===== src/verilog/fxo_pkg.sv =====
// Constants and sample carriers for the fixed-point output stage
package fxo_pkg;

    // ==========================================================
    // Format and structure defaults
    localparam int IN_W_DEF     = 24;
    localparam int IN_FRAC_DEF  = 12;
    localparam int OUT_W_DEF    = 11;
    localparam int OUT_FRAC_DEF = 9;
    localparam int LATENCY_DEF  = 1;
    localparam int BUF_DEPTH    = 2;
    localparam int WORD_W       = 32;
    localparam int ADDR_W       = 4;
    localparam int DIV_W        = 16;
    localparam int CTRL_W       = 5;
    localparam int CNT_W        = 16;

    // ==========================================================
    // Register byte offsets
    localparam logic [ADDR_W-1:0] CTRL_OFS   = 4'h0;
    localparam logic [ADDR_W-1:0] DIV_OFS    = 4'h4;
    localparam logic [ADDR_W-1:0] STAT_OFS   = 4'h8;
    localparam logic [ADDR_W-1:0] OVFCNT_OFS = 4'hc;

    // ==========================================================
    // Control fields and reset values
    localparam int CTRL_OSIGN_BIT = 0;
    localparam int CTRL_ISIGN_BIT = 1;
    localparam int CTRL_SAT_BIT   = 2;
    localparam int CTRL_ROUND_BIT = 3;
    localparam int CTRL_FULL_BIT  = 4;
    localparam logic [CTRL_W-1:0] CTRL_RST = 5'h13;
    localparam logic [DIV_W-1:0]  DIV_RST  = 16'h0000;

    // ==========================================================
    // Status fields
    localparam int STAT_OVALID_BIT = 0;
    localparam int STAT_FULL_BIT   = 1;
    localparam int STAT_TAIL_BIT   = 2;

    // ==========================================================
    // Sample carriers
    typedef struct packed {
        logic              valid;
        logic [WORD_W-1:0] data;
    } in_smp_t;

    typedef struct packed {
        logic              valid;
        logic              ovf;
        logic [WORD_W-1:0] data;
    } out_smp_t;

endpackage


===== src/verilog/fxo_buf.sv =====
// Small valid/ready buffer that absorbs a downstream stall
`timescale 1ns/1ps
module fxo_buf #(
    parameter int W     = 8,
    parameter int DEPTH = 2
) (
    input  wire logic         clk_i,
    input  wire logic         rst_b_i,
    input  wire logic         in_valid_i,
    output logic              in_ready_o,
    input  wire logic [W-1:0] in_data_i,
    output logic              out_valid_o,
    input  wire logic         out_ready_i,
    output logic [W-1:0]      out_data_o
);
    localparam int PW = (DEPTH > 1) ? $clog2(DEPTH) : 1;
    localparam int CW = $clog2(DEPTH + 1);
    localparam logic [PW-1:0] LAST = PW'(DEPTH - 1);

    logic [W-1:0]  mem_r [0:DEPTH-1];
    logic [PW-1:0] wptr_r;
    logic [PW-1:0] rptr_r;
    logic [CW-1:0] count_r;

    wire push = in_valid_i & in_ready_o;
    wire pop  = out_valid_o & out_ready_i;

    assign in_ready_o  = (count_r != CW'(DEPTH));
    assign out_valid_o = (count_r != '0);
    assign out_data_o  = mem_r[rptr_r];

    always_ff @(posedge clk_i) begin
        if (push) begin
            mem_r[wptr_r] <= in_data_i;
        end
    end

    always_ff @(posedge clk_i or negedge rst_b_i) begin
        if (!rst_b_i) begin
            wptr_r  <= '0;
            rptr_r  <= '0;
            count_r <= '0;
        end else begin
            if (push) wptr_r <= (wptr_r == LAST) ? '0 : wptr_r + 1'b1;
            if (pop)  rptr_r <= (rptr_r == LAST) ? '0 : rptr_r + 1'b1;
            count_r <= count_r + CW'(push) - CW'(pop);
        end
    end
endmodule // fxo_buf


===== src/verilog/fxo_stage.sv =====
// Fixed-point output stage: format reduction, latency chain, register slave
`timescale 1ns/1ps
module fxo_stage
    import fxo_pkg::*;
#(
    parameter int IN_W     = IN_W_DEF,
    parameter int IN_FRAC  = IN_FRAC_DEF,
    parameter int OUT_W    = OUT_W_DEF,
    parameter int OUT_FRAC = OUT_FRAC_DEF,
    parameter int LATENCY  = LATENCY_DEF
) (
    input  wire logic              clk_i,
    input  wire logic              rst_b_i,
    input  wire logic [ADDR_W-1:0] avs_address_i,
    input  wire logic              avs_read_i,
    input  wire logic              avs_write_i,
    input  wire logic [31:0]       avs_writedata_i,
    input  wire logic [3:0]        avs_byteenable_i,
    output logic [31:0]            avs_readdata_o,
    output logic                   avs_waitrequest_o,
    input  wire in_smp_t           in_i,
    output logic                   in_ready_o,
    output out_smp_t               out_o,
    input  wire logic              out_ready_i
);

    // ==========================================================
    // Derived format constants
    // Positive SH drops fraction bits, negative SH appends zeros
    localparam int SH  = IN_FRAC - OUT_FRAC;
    localparam int SHR = (SH > 0) ? SH : 0;
    localparam int SHL = (SH < 0) ? -SH : 0;
    localparam int BIG = (IN_W > OUT_W) ? IN_W : OUT_W;
    // Spare bits keep the sign and the rounding carry clear of overflow
    localparam int QW  = BIG + SHL + 3;
    localparam bit RND_OK = (SHR > 0);

    // Half an output LSB in input units; zero when nothing is dropped
    localparam logic signed [QW-1:0] HALF =
        RND_OK ? (QW'(1) << (RND_OK ? SHR - 1 : 0)) : QW'(0);
    localparam logic signed [QW-1:0] FMASK = (HALF <<< 1) - QW'(1);
    // Limits sized at 64 bits so a 32-bit word cannot overflow them
    localparam logic signed [QW-1:0] S_MAX =
        QW'((64'sd1 <<< (OUT_W - 1)) - 64'sd1);
    localparam logic signed [QW-1:0] S_MIN =
        QW'(-(64'sd1 <<< (OUT_W - 1)));
    localparam logic signed [QW-1:0] U_MAX =
        QW'((64'sd1 <<< OUT_W) - 64'sd1);
    localparam logic signed [QW-1:0] U_MIN = QW'(0);

    // ==========================================================
    // Register slave
    logic              ack_r;
    logic [31:0]       rdata_r;
    logic [CTRL_W-1:0] ctrl_r;
    logic [DIV_W-1:0]  div_r;
    logic [CNT_W-1:0]  ovf_cnt_r;
    logic [CNT_W-1:0]  ovf_cnt_nxt;
    logic [DIV_W-1:0]  div_nxt;
    logic [31:0]       rd_mux;
    logic [31:0]       stat_word;

    wire access   = avs_read_i | avs_write_i;
    wire wr_go    = avs_write_i & ack_r;
    wire sel_ctrl = (avs_address_i == CTRL_OFS);
    wire sel_div  = (avs_address_i == DIV_OFS);
    wire sel_stat = (avs_address_i == STAT_OFS);
    wire sel_cnt  = (avs_address_i == OVFCNT_OFS);

    // Every access waits exactly one cycle, so the read mux has a full
    // cycle before the data must stand at the completing edge.
    assign avs_waitrequest_o = access & ~ack_r;
    assign avs_readdata_o    = rdata_r;

    assign rd_mux = sel_ctrl ? 32'(ctrl_r)    :
                    sel_div  ? 32'(div_r)     :
                    sel_stat ? stat_word      :
                    sel_cnt  ? 32'(ovf_cnt_r) :
                               32'h0000_0000;

    assign div_nxt = {
        avs_byteenable_i[1] ? avs_writedata_i[15:8] : div_r[15:8],
        avs_byteenable_i[0] ? avs_writedata_i[7:0]  : div_r[7:0]
    };

    always_ff @(posedge clk_i or negedge rst_b_i) begin
        if (!rst_b_i) begin
            ack_r   <= 1'b0;
            rdata_r <= 32'h0000_0000;
        end else begin
            ack_r <= access & ~ack_r;
            if (access & ~ack_r) rdata_r <= rd_mux;
        end
    end

    always_ff @(posedge clk_i or negedge rst_b_i) begin
        if (!rst_b_i) begin
            ctrl_r <= CTRL_RST;
            div_r  <= DIV_RST;
        end else if (wr_go) begin
            // Control needs byte 0; a write without it changes no field
            if (sel_ctrl && avs_byteenable_i[0])
                ctrl_r <= avs_writedata_i[CTRL_W-1:0];
            if (sel_div)
                div_r <= div_nxt;
        end
    end

    // ==========================================================
    // Control decode
    wire osign    = ctrl_r[CTRL_OSIGN_BIT];
    wire isign    = ctrl_r[CTRL_ISIGN_BIT];
    wire sat_on   = ctrl_r[CTRL_SAT_BIT];
    wire full_on  = ctrl_r[CTRL_FULL_BIT];
    wire round_on = ctrl_r[CTRL_ROUND_BIT] & RND_OK;

    // ==========================================================
    // Sample-rate divider
    // DIV holds the period minus one, so zero ticks on every clock
    logic [DIV_W-1:0] div_cnt_r;

    // A lowered period takes effect at once instead of wrapping first
    wire samp_en = (div_cnt_r >= div_r);
    wire buf_ready;
    wire adv     = samp_en & buf_ready;

    always_ff @(posedge clk_i or negedge rst_b_i) begin
        if (!rst_b_i) begin
            div_cnt_r <= '0;
        end else begin
            div_cnt_r <= samp_en ? '0 : div_cnt_r + 1'b1;
        end
    end

    assign in_ready_o = adv;

    // ==========================================================
    // Format reduction
    logic signed [QW-1:0] ext;
    logic signed [QW-1:0] rnd;
    logic signed [QW-1:0] q;
    logic signed [QW-1:0] max_q;
    logic signed [QW-1:0] min_q;
    logic [OUT_W-1:0]     word;
    logic [WORD_W-1:0]    word_ext;
    logic [WORD_W-1:0]    full_ext;
    out_smp_t             c0;

    assign ext = isign ? QW'($signed(in_i.data[IN_W-1:0]))
                       : QW'({1'b0, in_i.data[IN_W-1:0]});

    // Adding half minus one for negatives sends ties away from zero
    assign rnd = ext + (round_on ? (ext[QW-1] ? HALF - QW'(1) : HALF)
                                 : QW'(0));

    // Arithmetic shift floors, which is plain truncation of the LSBs
    assign q = (SH >= 0) ? (rnd >>> SHR) : (ext <<< SHL);

    assign max_q = osign ? S_MAX : U_MAX;
    assign min_q = osign ? S_MIN : U_MIN;

    wire ovf_hi = (q > max_q);
    wire ovf_lo = (q < min_q);

    // Wrap keeps the low OUT_W bits of q; saturate replaces them with max_q or min_q only on overflow
    assign word = (sat_on & ovf_hi) ? max_q[OUT_W-1:0] :
                  (sat_on & ovf_lo) ? min_q[OUT_W-1:0] :
                                      q[OUT_W-1:0];

    assign word_ext = osign ? WORD_W'($signed(word)) : WORD_W'(word);
    assign full_ext = isign ? WORD_W'($signed(in_i.data[IN_W-1:0]))
                            : WORD_W'(in_i.data[IN_W-1:0]);

    assign c0.valid = in_i.valid;
    assign c0.ovf   = in_i.valid & ~full_on & (ovf_hi | ovf_lo);
    assign c0.data  = full_on ? full_ext : word_ext;

    // ==========================================================
    // Latency chain after the result, stepped once per sample period
    // A zero latency leaves the loop empty and feeds the buffer directly
    out_smp_t stage [0:LATENCY];
    assign stage[0] = c0;

    genvar gi;
    generate
        for (gi = 1; gi <= LATENCY; gi++) begin : g_lat
            out_smp_t lat_r;
            always_ff @(posedge clk_i or negedge rst_b_i) begin
                if (!rst_b_i) begin
                    lat_r <= '0;
                end else if (adv) begin
                    lat_r <= stage[gi-1];
                end
            end
            assign stage[gi] = lat_r;
        end
    endgenerate

    out_smp_t tail;
    assign tail = stage[LATENCY];

    // ==========================================================
    // Output buffer; a full buffer freezes the chain and the input
    // Two slots let a word leave the chain while the sink still stalls
    logic [WORD_W:0] buf_dout;
    wire             buf_valid;
    wire             push = adv & tail.valid;

    fxo_buf #(
        .W     (WORD_W + 1),
        .DEPTH (BUF_DEPTH)
    ) u_buf (
        .clk_i       (clk_i),
        .rst_b_i     (rst_b_i),
        .in_valid_i  (push),
        .in_ready_o  (buf_ready),
        .in_data_i   ({tail.ovf, tail.data}),
        .out_valid_o (buf_valid),
        .out_ready_i (out_ready_i),
        .out_data_o  (buf_dout)
    );

    assign out_o.valid = buf_valid;
    assign out_o.ovf   = buf_dout[WORD_W];
    assign out_o.data  = buf_dout[WORD_W-1:0];

    // ==========================================================
    // Overflow counter and status
    wire ovf_push = push & tail.ovf;
    wire cnt_clr  = wr_go & sel_cnt;

    // A count arriving with the clear survives as one
    assign ovf_cnt_nxt = cnt_clr  ? CNT_W'(ovf_push) :
                         ovf_push ? ovf_cnt_r + 1'b1 :
                                    ovf_cnt_r;

    always_ff @(posedge clk_i or negedge rst_b_i) begin
        if (!rst_b_i) begin
            ovf_cnt_r <= '0;
        end else begin
            ovf_cnt_r <= ovf_cnt_nxt;
        end
    end

    always_comb begin
        stat_word                  = 32'h0000_0000;
        stat_word[STAT_OVALID_BIT] = buf_valid;
        stat_word[STAT_FULL_BIT]   = ~buf_ready;
        stat_word[STAT_TAIL_BIT]   = tail.valid;
    end

    generate
        if (LATENCY > 0) begin : g_chk

        end
    endgenerate
endmodule // fxo_stage


===== config.mk =====
export PLATFORM = sky130hd
export DESIGN_NAME = fxo_stage
export DESIGN_NICKNAME = d
export VERILOG_FILES = /design/src/verilog/fxo_pkg.sv /design/src/verilog/fxo_buf.sv /design/src/verilog/fxo_stage.sv
export SDC_FILE = /design/constraint.sdc
export NUM_CORES = 1
export LEC_CHECK = 0
export ABC_AREA = 1
export BUFFER_PORTS_ARGS = -buffer_cell sky130_fd_sc_hd__buf_4
export CAP_MARGIN = 10
export CORE_AREA = 2 2 173 175
export DETAILED_ROUTE_END_ITERATION = 12
export DIE_AREA = 0 0 175 177
export PLACE_DENSITY = 0.44
export SYNTH_ARGS = -nofsm -noshare
export SYNTH_HDL_FRONTEND = slang
export SYNTH_SLANG_ARGS = --single-unit
export TNS_END_PERCENT = 50

===== constraint.sdc =====
create_clock -name clk_i -period 4.4 [get_ports clk_i]
set_input_delay 0.44 -clock clk_i [delete_from_list [all_inputs] [get_ports clk_i]]
set_output_delay 0.44 -clock clk_i [all_outputs]
set_load 0.05 [all_outputs]

==> results.py <==
metrics = {
    "logic_synthesis": {
        "ys_top_cells_by_area": "sky130_fd_sc_hd__dfrtp_1 (28%), sky130_fd_sc_hd__edfxtp_1 (18%), sky130_fd_sc_hd__nand2_1 (13%)",
        "largest_area_contributor_in_the_synthesized_netlist": "sky130_fd_sc_hd__dfrtp_1",
        "synthMostInstantiatedCell": "sky130_fd_sc_hd__nand2_1",
        "synth.yosys.seq_area_share_pct": 47.2,
        "synth_enable_flop_cells": 52,
        "fraction_of_registers_with_async_set_or_reset_after_synthesis_pct": 66.0,
        "synth_ff_type": "sky130_fd_sc_hd__dfrtp_1",
        "combined_area_of_all_synthesized_cells_um2": 8670,
        "synth.top_cell.area_share_pct": 28.3,
        "avg_cell_area_syn_um2": 8.31,
        "synthCells": 1043,
        "yosys_warnings": 0,
        "ys_top_cells_by_count": "sky130_fd_sc_hd__nand2_1 (307), sky130_fd_sc_hd__inv_1 (120), sky130_fd_sc_hd__dfrtp_1 (98), sky130_fd_sc_hd__nor2_1 (97), sky130_fd_sc_hd__a21oi_1 (61)",
        "synth_seq_cells": 153,
        "synth_unique_cells": 44,
    },
    "floorplanning": {
        "initial_utilization_pct": 29.6,
        "design.portCount": 146,
        "design.core.area_um2": 29200,
        "fp.dieW_um": 175,
        "dieArea_um2": 31000,
        "fp-row-count": 63,
        "floorplan.die.height_um": 177,
    },
    "cells_and_area": {
        "fill_cells": 3046,
        "final_net_count": 1256,
        "drive_gt1_share_pct": 16.6,
        "num_antenna_cells": 0,
        "finalInstanceArea_um2": 10300,
        "syn2layout_area_growth_pct": 18.9,
    },
    "setup_path": {
        "worstPathRequired_ps": 4750,
        "rr_endpoint": "g_lat[1].lat_r[13]",
        "timing.critical_path.fanout_max": 14,
        "setup.worst_path.start_class": "flip-flop",
        "slowest_stage": "sky130_fd_sc_hd__dfstp_2",
        "timing.critical_path.slowest_cell_delay_ps": 560,
        "r2r_slack_ps": 430,
        "critical_path.reg2reg.startpoint": "ctrl_r[1]",
        "worst-r2r-cell-count": 25,
        "critPathArrivalTime_ps": 4320,
        "setup.worst_path.class": "flip-flop to flip-flop",
        "critical-path-top-cell-by-count": "sky130_fd_sc_hd__nand2_1",
        "endpoint_kind": "flip-flop",
        "startpoint": "ctrl_r[1]",
        "worstPathBufferInverterCount": 4,
        "path_delay_family": "simple AND/OR/NAND/NOR gates",
    },
    "power": {
        "power_per_cell_area_nw_per_um2": 495,
        "worst_ir_drop_vdd_v": 0.000196,
        "static-leakage-power_nw": 4.93,
    },
    "routing": {
        "vias": 6923,
        "detail-route-antenna-nets": 0,
        "routedWlPerCell_um": 14.8,
        "drt_iter0_drc": 336,
        "via_per_inst": 4.48,
        "route.final.wire_length_mm": 22.9,
        "route.detailed.drc": 0,
        "drt-pass1-iter-count": 4,
    },
    "run": {
        "maxCapViolCount": 0,
    },
    "worst_hold_path": {
        "timing.hold.worst.class": "input pin to asynchronous set/reset pin",
    },
    "clock_network": {
        "cts-htree-levels": 4,
        "postCtsSetupRepairBufs": 0,
        "cts_buffers": 17,
        "cts.sink_count": 153,
        "insertion_delay_ps": 420,
        "clk_transition_reported_paths_ps": 60,
        "cts_tree": "built",
        "cts.root.buffer_cell": "sky130_fd_sc_hd__clkbuf_16",
        "cts-root-to-sink-buffers": 2,
        "postCtsHoldBufs": 0,
        "post_cts_resize_count": 0,
    },
    "place": {
        "place_congestion": 0.850,
        "standard_cell_area_after_detailed_placement_um2": 9760,
        "io_buffers": 103,
        "place_hpwl_mm": 16.9,
    },
    "global_route": {
        "antenna_violations_before_repair": 0,
        "grt_start_max_net_pins": 67,
        "grt_pass1_wl_mm": 37.0,
        "grt.overflow.total": 0,
        "grt_usage_pct": 15.4,
        "vias_in_the_first_global_route": 6723,
    },
    "timing": {
        "setup_tns_ps": 0,
        "final-hold-violation-count": 0,
        "period_share_pct": 90.2,
        "rsz0062_at_grt": "false",
        "achievable-frequency_mhz": 252,
        "drv_slew": 0,
        "timing.max_slew.rel_slack_pct": 41.7,
        "final_min_period_ps": 3970,
        "final.setup_skew_ps": 5.78,
        "max_slew.worst_pin.slew_ps": 875,
        "setup_viol": 0,
    },
    "outcome": {
        "run_status": "finished clean",
    },
}
## metal layers
metal  GRT usage, %  part of all wire [%]  wire [um]
met1           21.8                    50      11600
met2           24.1                    45      10300
met3           2.75                   3.2        744
met4           4.38                   1.3        297
met5              0                     0          0
## metrics by stage
stage,cells,utilization (%),power [W],hold slack [ps],setup slack (ps)
2_1_floorplan,1058,-,0.00327,144,980
3_3_place_gp,1512,33.4,0.00377,453,447
5_1_grt,1544,35.2,0.00544,207,39.1
4_1_cts,1544,35.2,0.00518,165,392
3_5_place_dp,1512,33.4,0.00379,459,370
6_report,1544,35.2,0.00510,130,430
## cell type report
| type | count | area (um^2) | area share, % |
|---|---|---|---|
| sequential | 153 | 4090 | 39.7 |
| timing repair buffer | 114 | 868 | 8.43 |
| tap | 390 | 488 | 4.74 |
| clock inverter | 12 | 103 | 0.996 |
| inverter | 122 | 458 | 4.44 |
| multi-input combinational | 733 | 3860 | 37.4 |
| clock buffer | 20 | 437 | 4.24 |
## power by group
group          internal, W  leakage (nW)  switching, W  total [W]
Combinational     0.000545          2.92       0.00120    0.00174
Sequential         0.00177          1.76      0.000224    0.00200
Clock             0.000775         0.258      0.000589    0.00136
## layout by cell type (no fill, tap or decap), drive strengths merged, types with 4 or more instances in the layout
cell	count
nand2	314
inv	122
buf	114
nor2	105
dfrtp	98
a21oi	71
nand3	56
edfxtp	52
ha	37
o21ai	35
nor3	22
clkbuf	20
conb	16
nand4	13
xor2	11
o22ai	11
a31oi	8
nor3b	8
mux2	8
clkinv	8
xnor2	4
or2	4
## registers in the layout, indices dropped and copies added (netlist names), 2 cells and up
name / flops
u_buf.count_r: 2
div_cnt_r: 16
avs_readdata_o: 16
u_buf.mem_r: 52
ovf_cnt_r: 16
div_r: 16
ctrl_r: 5
g_lat.lat_r: 27
## how the worst max path moves through the flow
stage	slack, ps	depth (start not counted)	end
floorplan	980	28	g_lat[1].lat_r[21]
global placement	450	26	g_lat[1].lat_r[13]
detailed placement	370	26	g_lat[1].lat_r[13]
CTS	390	25	g_lat[1].lat_r[13]
global route	40	25	g_lat[1].lat_r[13]
finish	430	25	g_lat[1].lat_r[13]
## worst reg2reg max path, stage by stage (launching register included)
cell and delay (ps):
sky130_fd_sc_hd__dfstp_2 560, sky130_fd_sc_hd__nand2_2 90, sky130_fd_sc_hd__inv_1 150, sky130_fd_sc_hd__nor2_1 60, sky130_fd_sc_hd__ha_1 330, sky130_fd_sc_hd__nand2_1 100
sky130_fd_sc_hd__inv_1 70, sky130_fd_sc_hd__nand3_2 110, sky130_fd_sc_hd__nand2_4 130, sky130_fd_sc_hd__nand3_1 120, sky130_fd_sc_hd__xnor2_1 330, sky130_fd_sc_hd__ha_1 320
sky130_fd_sc_hd__a21oi_1 130, sky130_fd_sc_hd__o21ai_0 80, sky130_fd_sc_hd__nand2_1 60, sky130_fd_sc_hd__nand3_1 80, sky130_fd_sc_hd__nand2_1 90, sky130_fd_sc_hd__nand3_1 70
sky130_fd_sc_hd__nand2_1 100, sky130_fd_sc_hd__nand3_2 140, sky130_fd_sc_hd__inv_1 120, sky130_fd_sc_hd__nand2_1 50, sky130_fd_sc_hd__nand2_1 120, sky130_fd_sc_hd__nand4_4 120
sky130_fd_sc_hd__buf_12 190, sky130_fd_sc_hd__a21oi_1 140
## kinds of logic after synthesis
kind of cell | count (synthesis) | share of synthesized area (%)
flip-flops | 153 | 47.2
multiplexers | 8 | 1.04
other | 1 | 0.0433
AND/OR/NAND/NOR | 528 | 26.7
XOR/XNOR | 15 | 1.52
AO/OA/AOI/OAI | 129 | 9.15
adder cells (fa/ha/maj) | 37 | 5.34
buffers and inverters | 172 | 9.01
(Power assumes the default switching activity.)
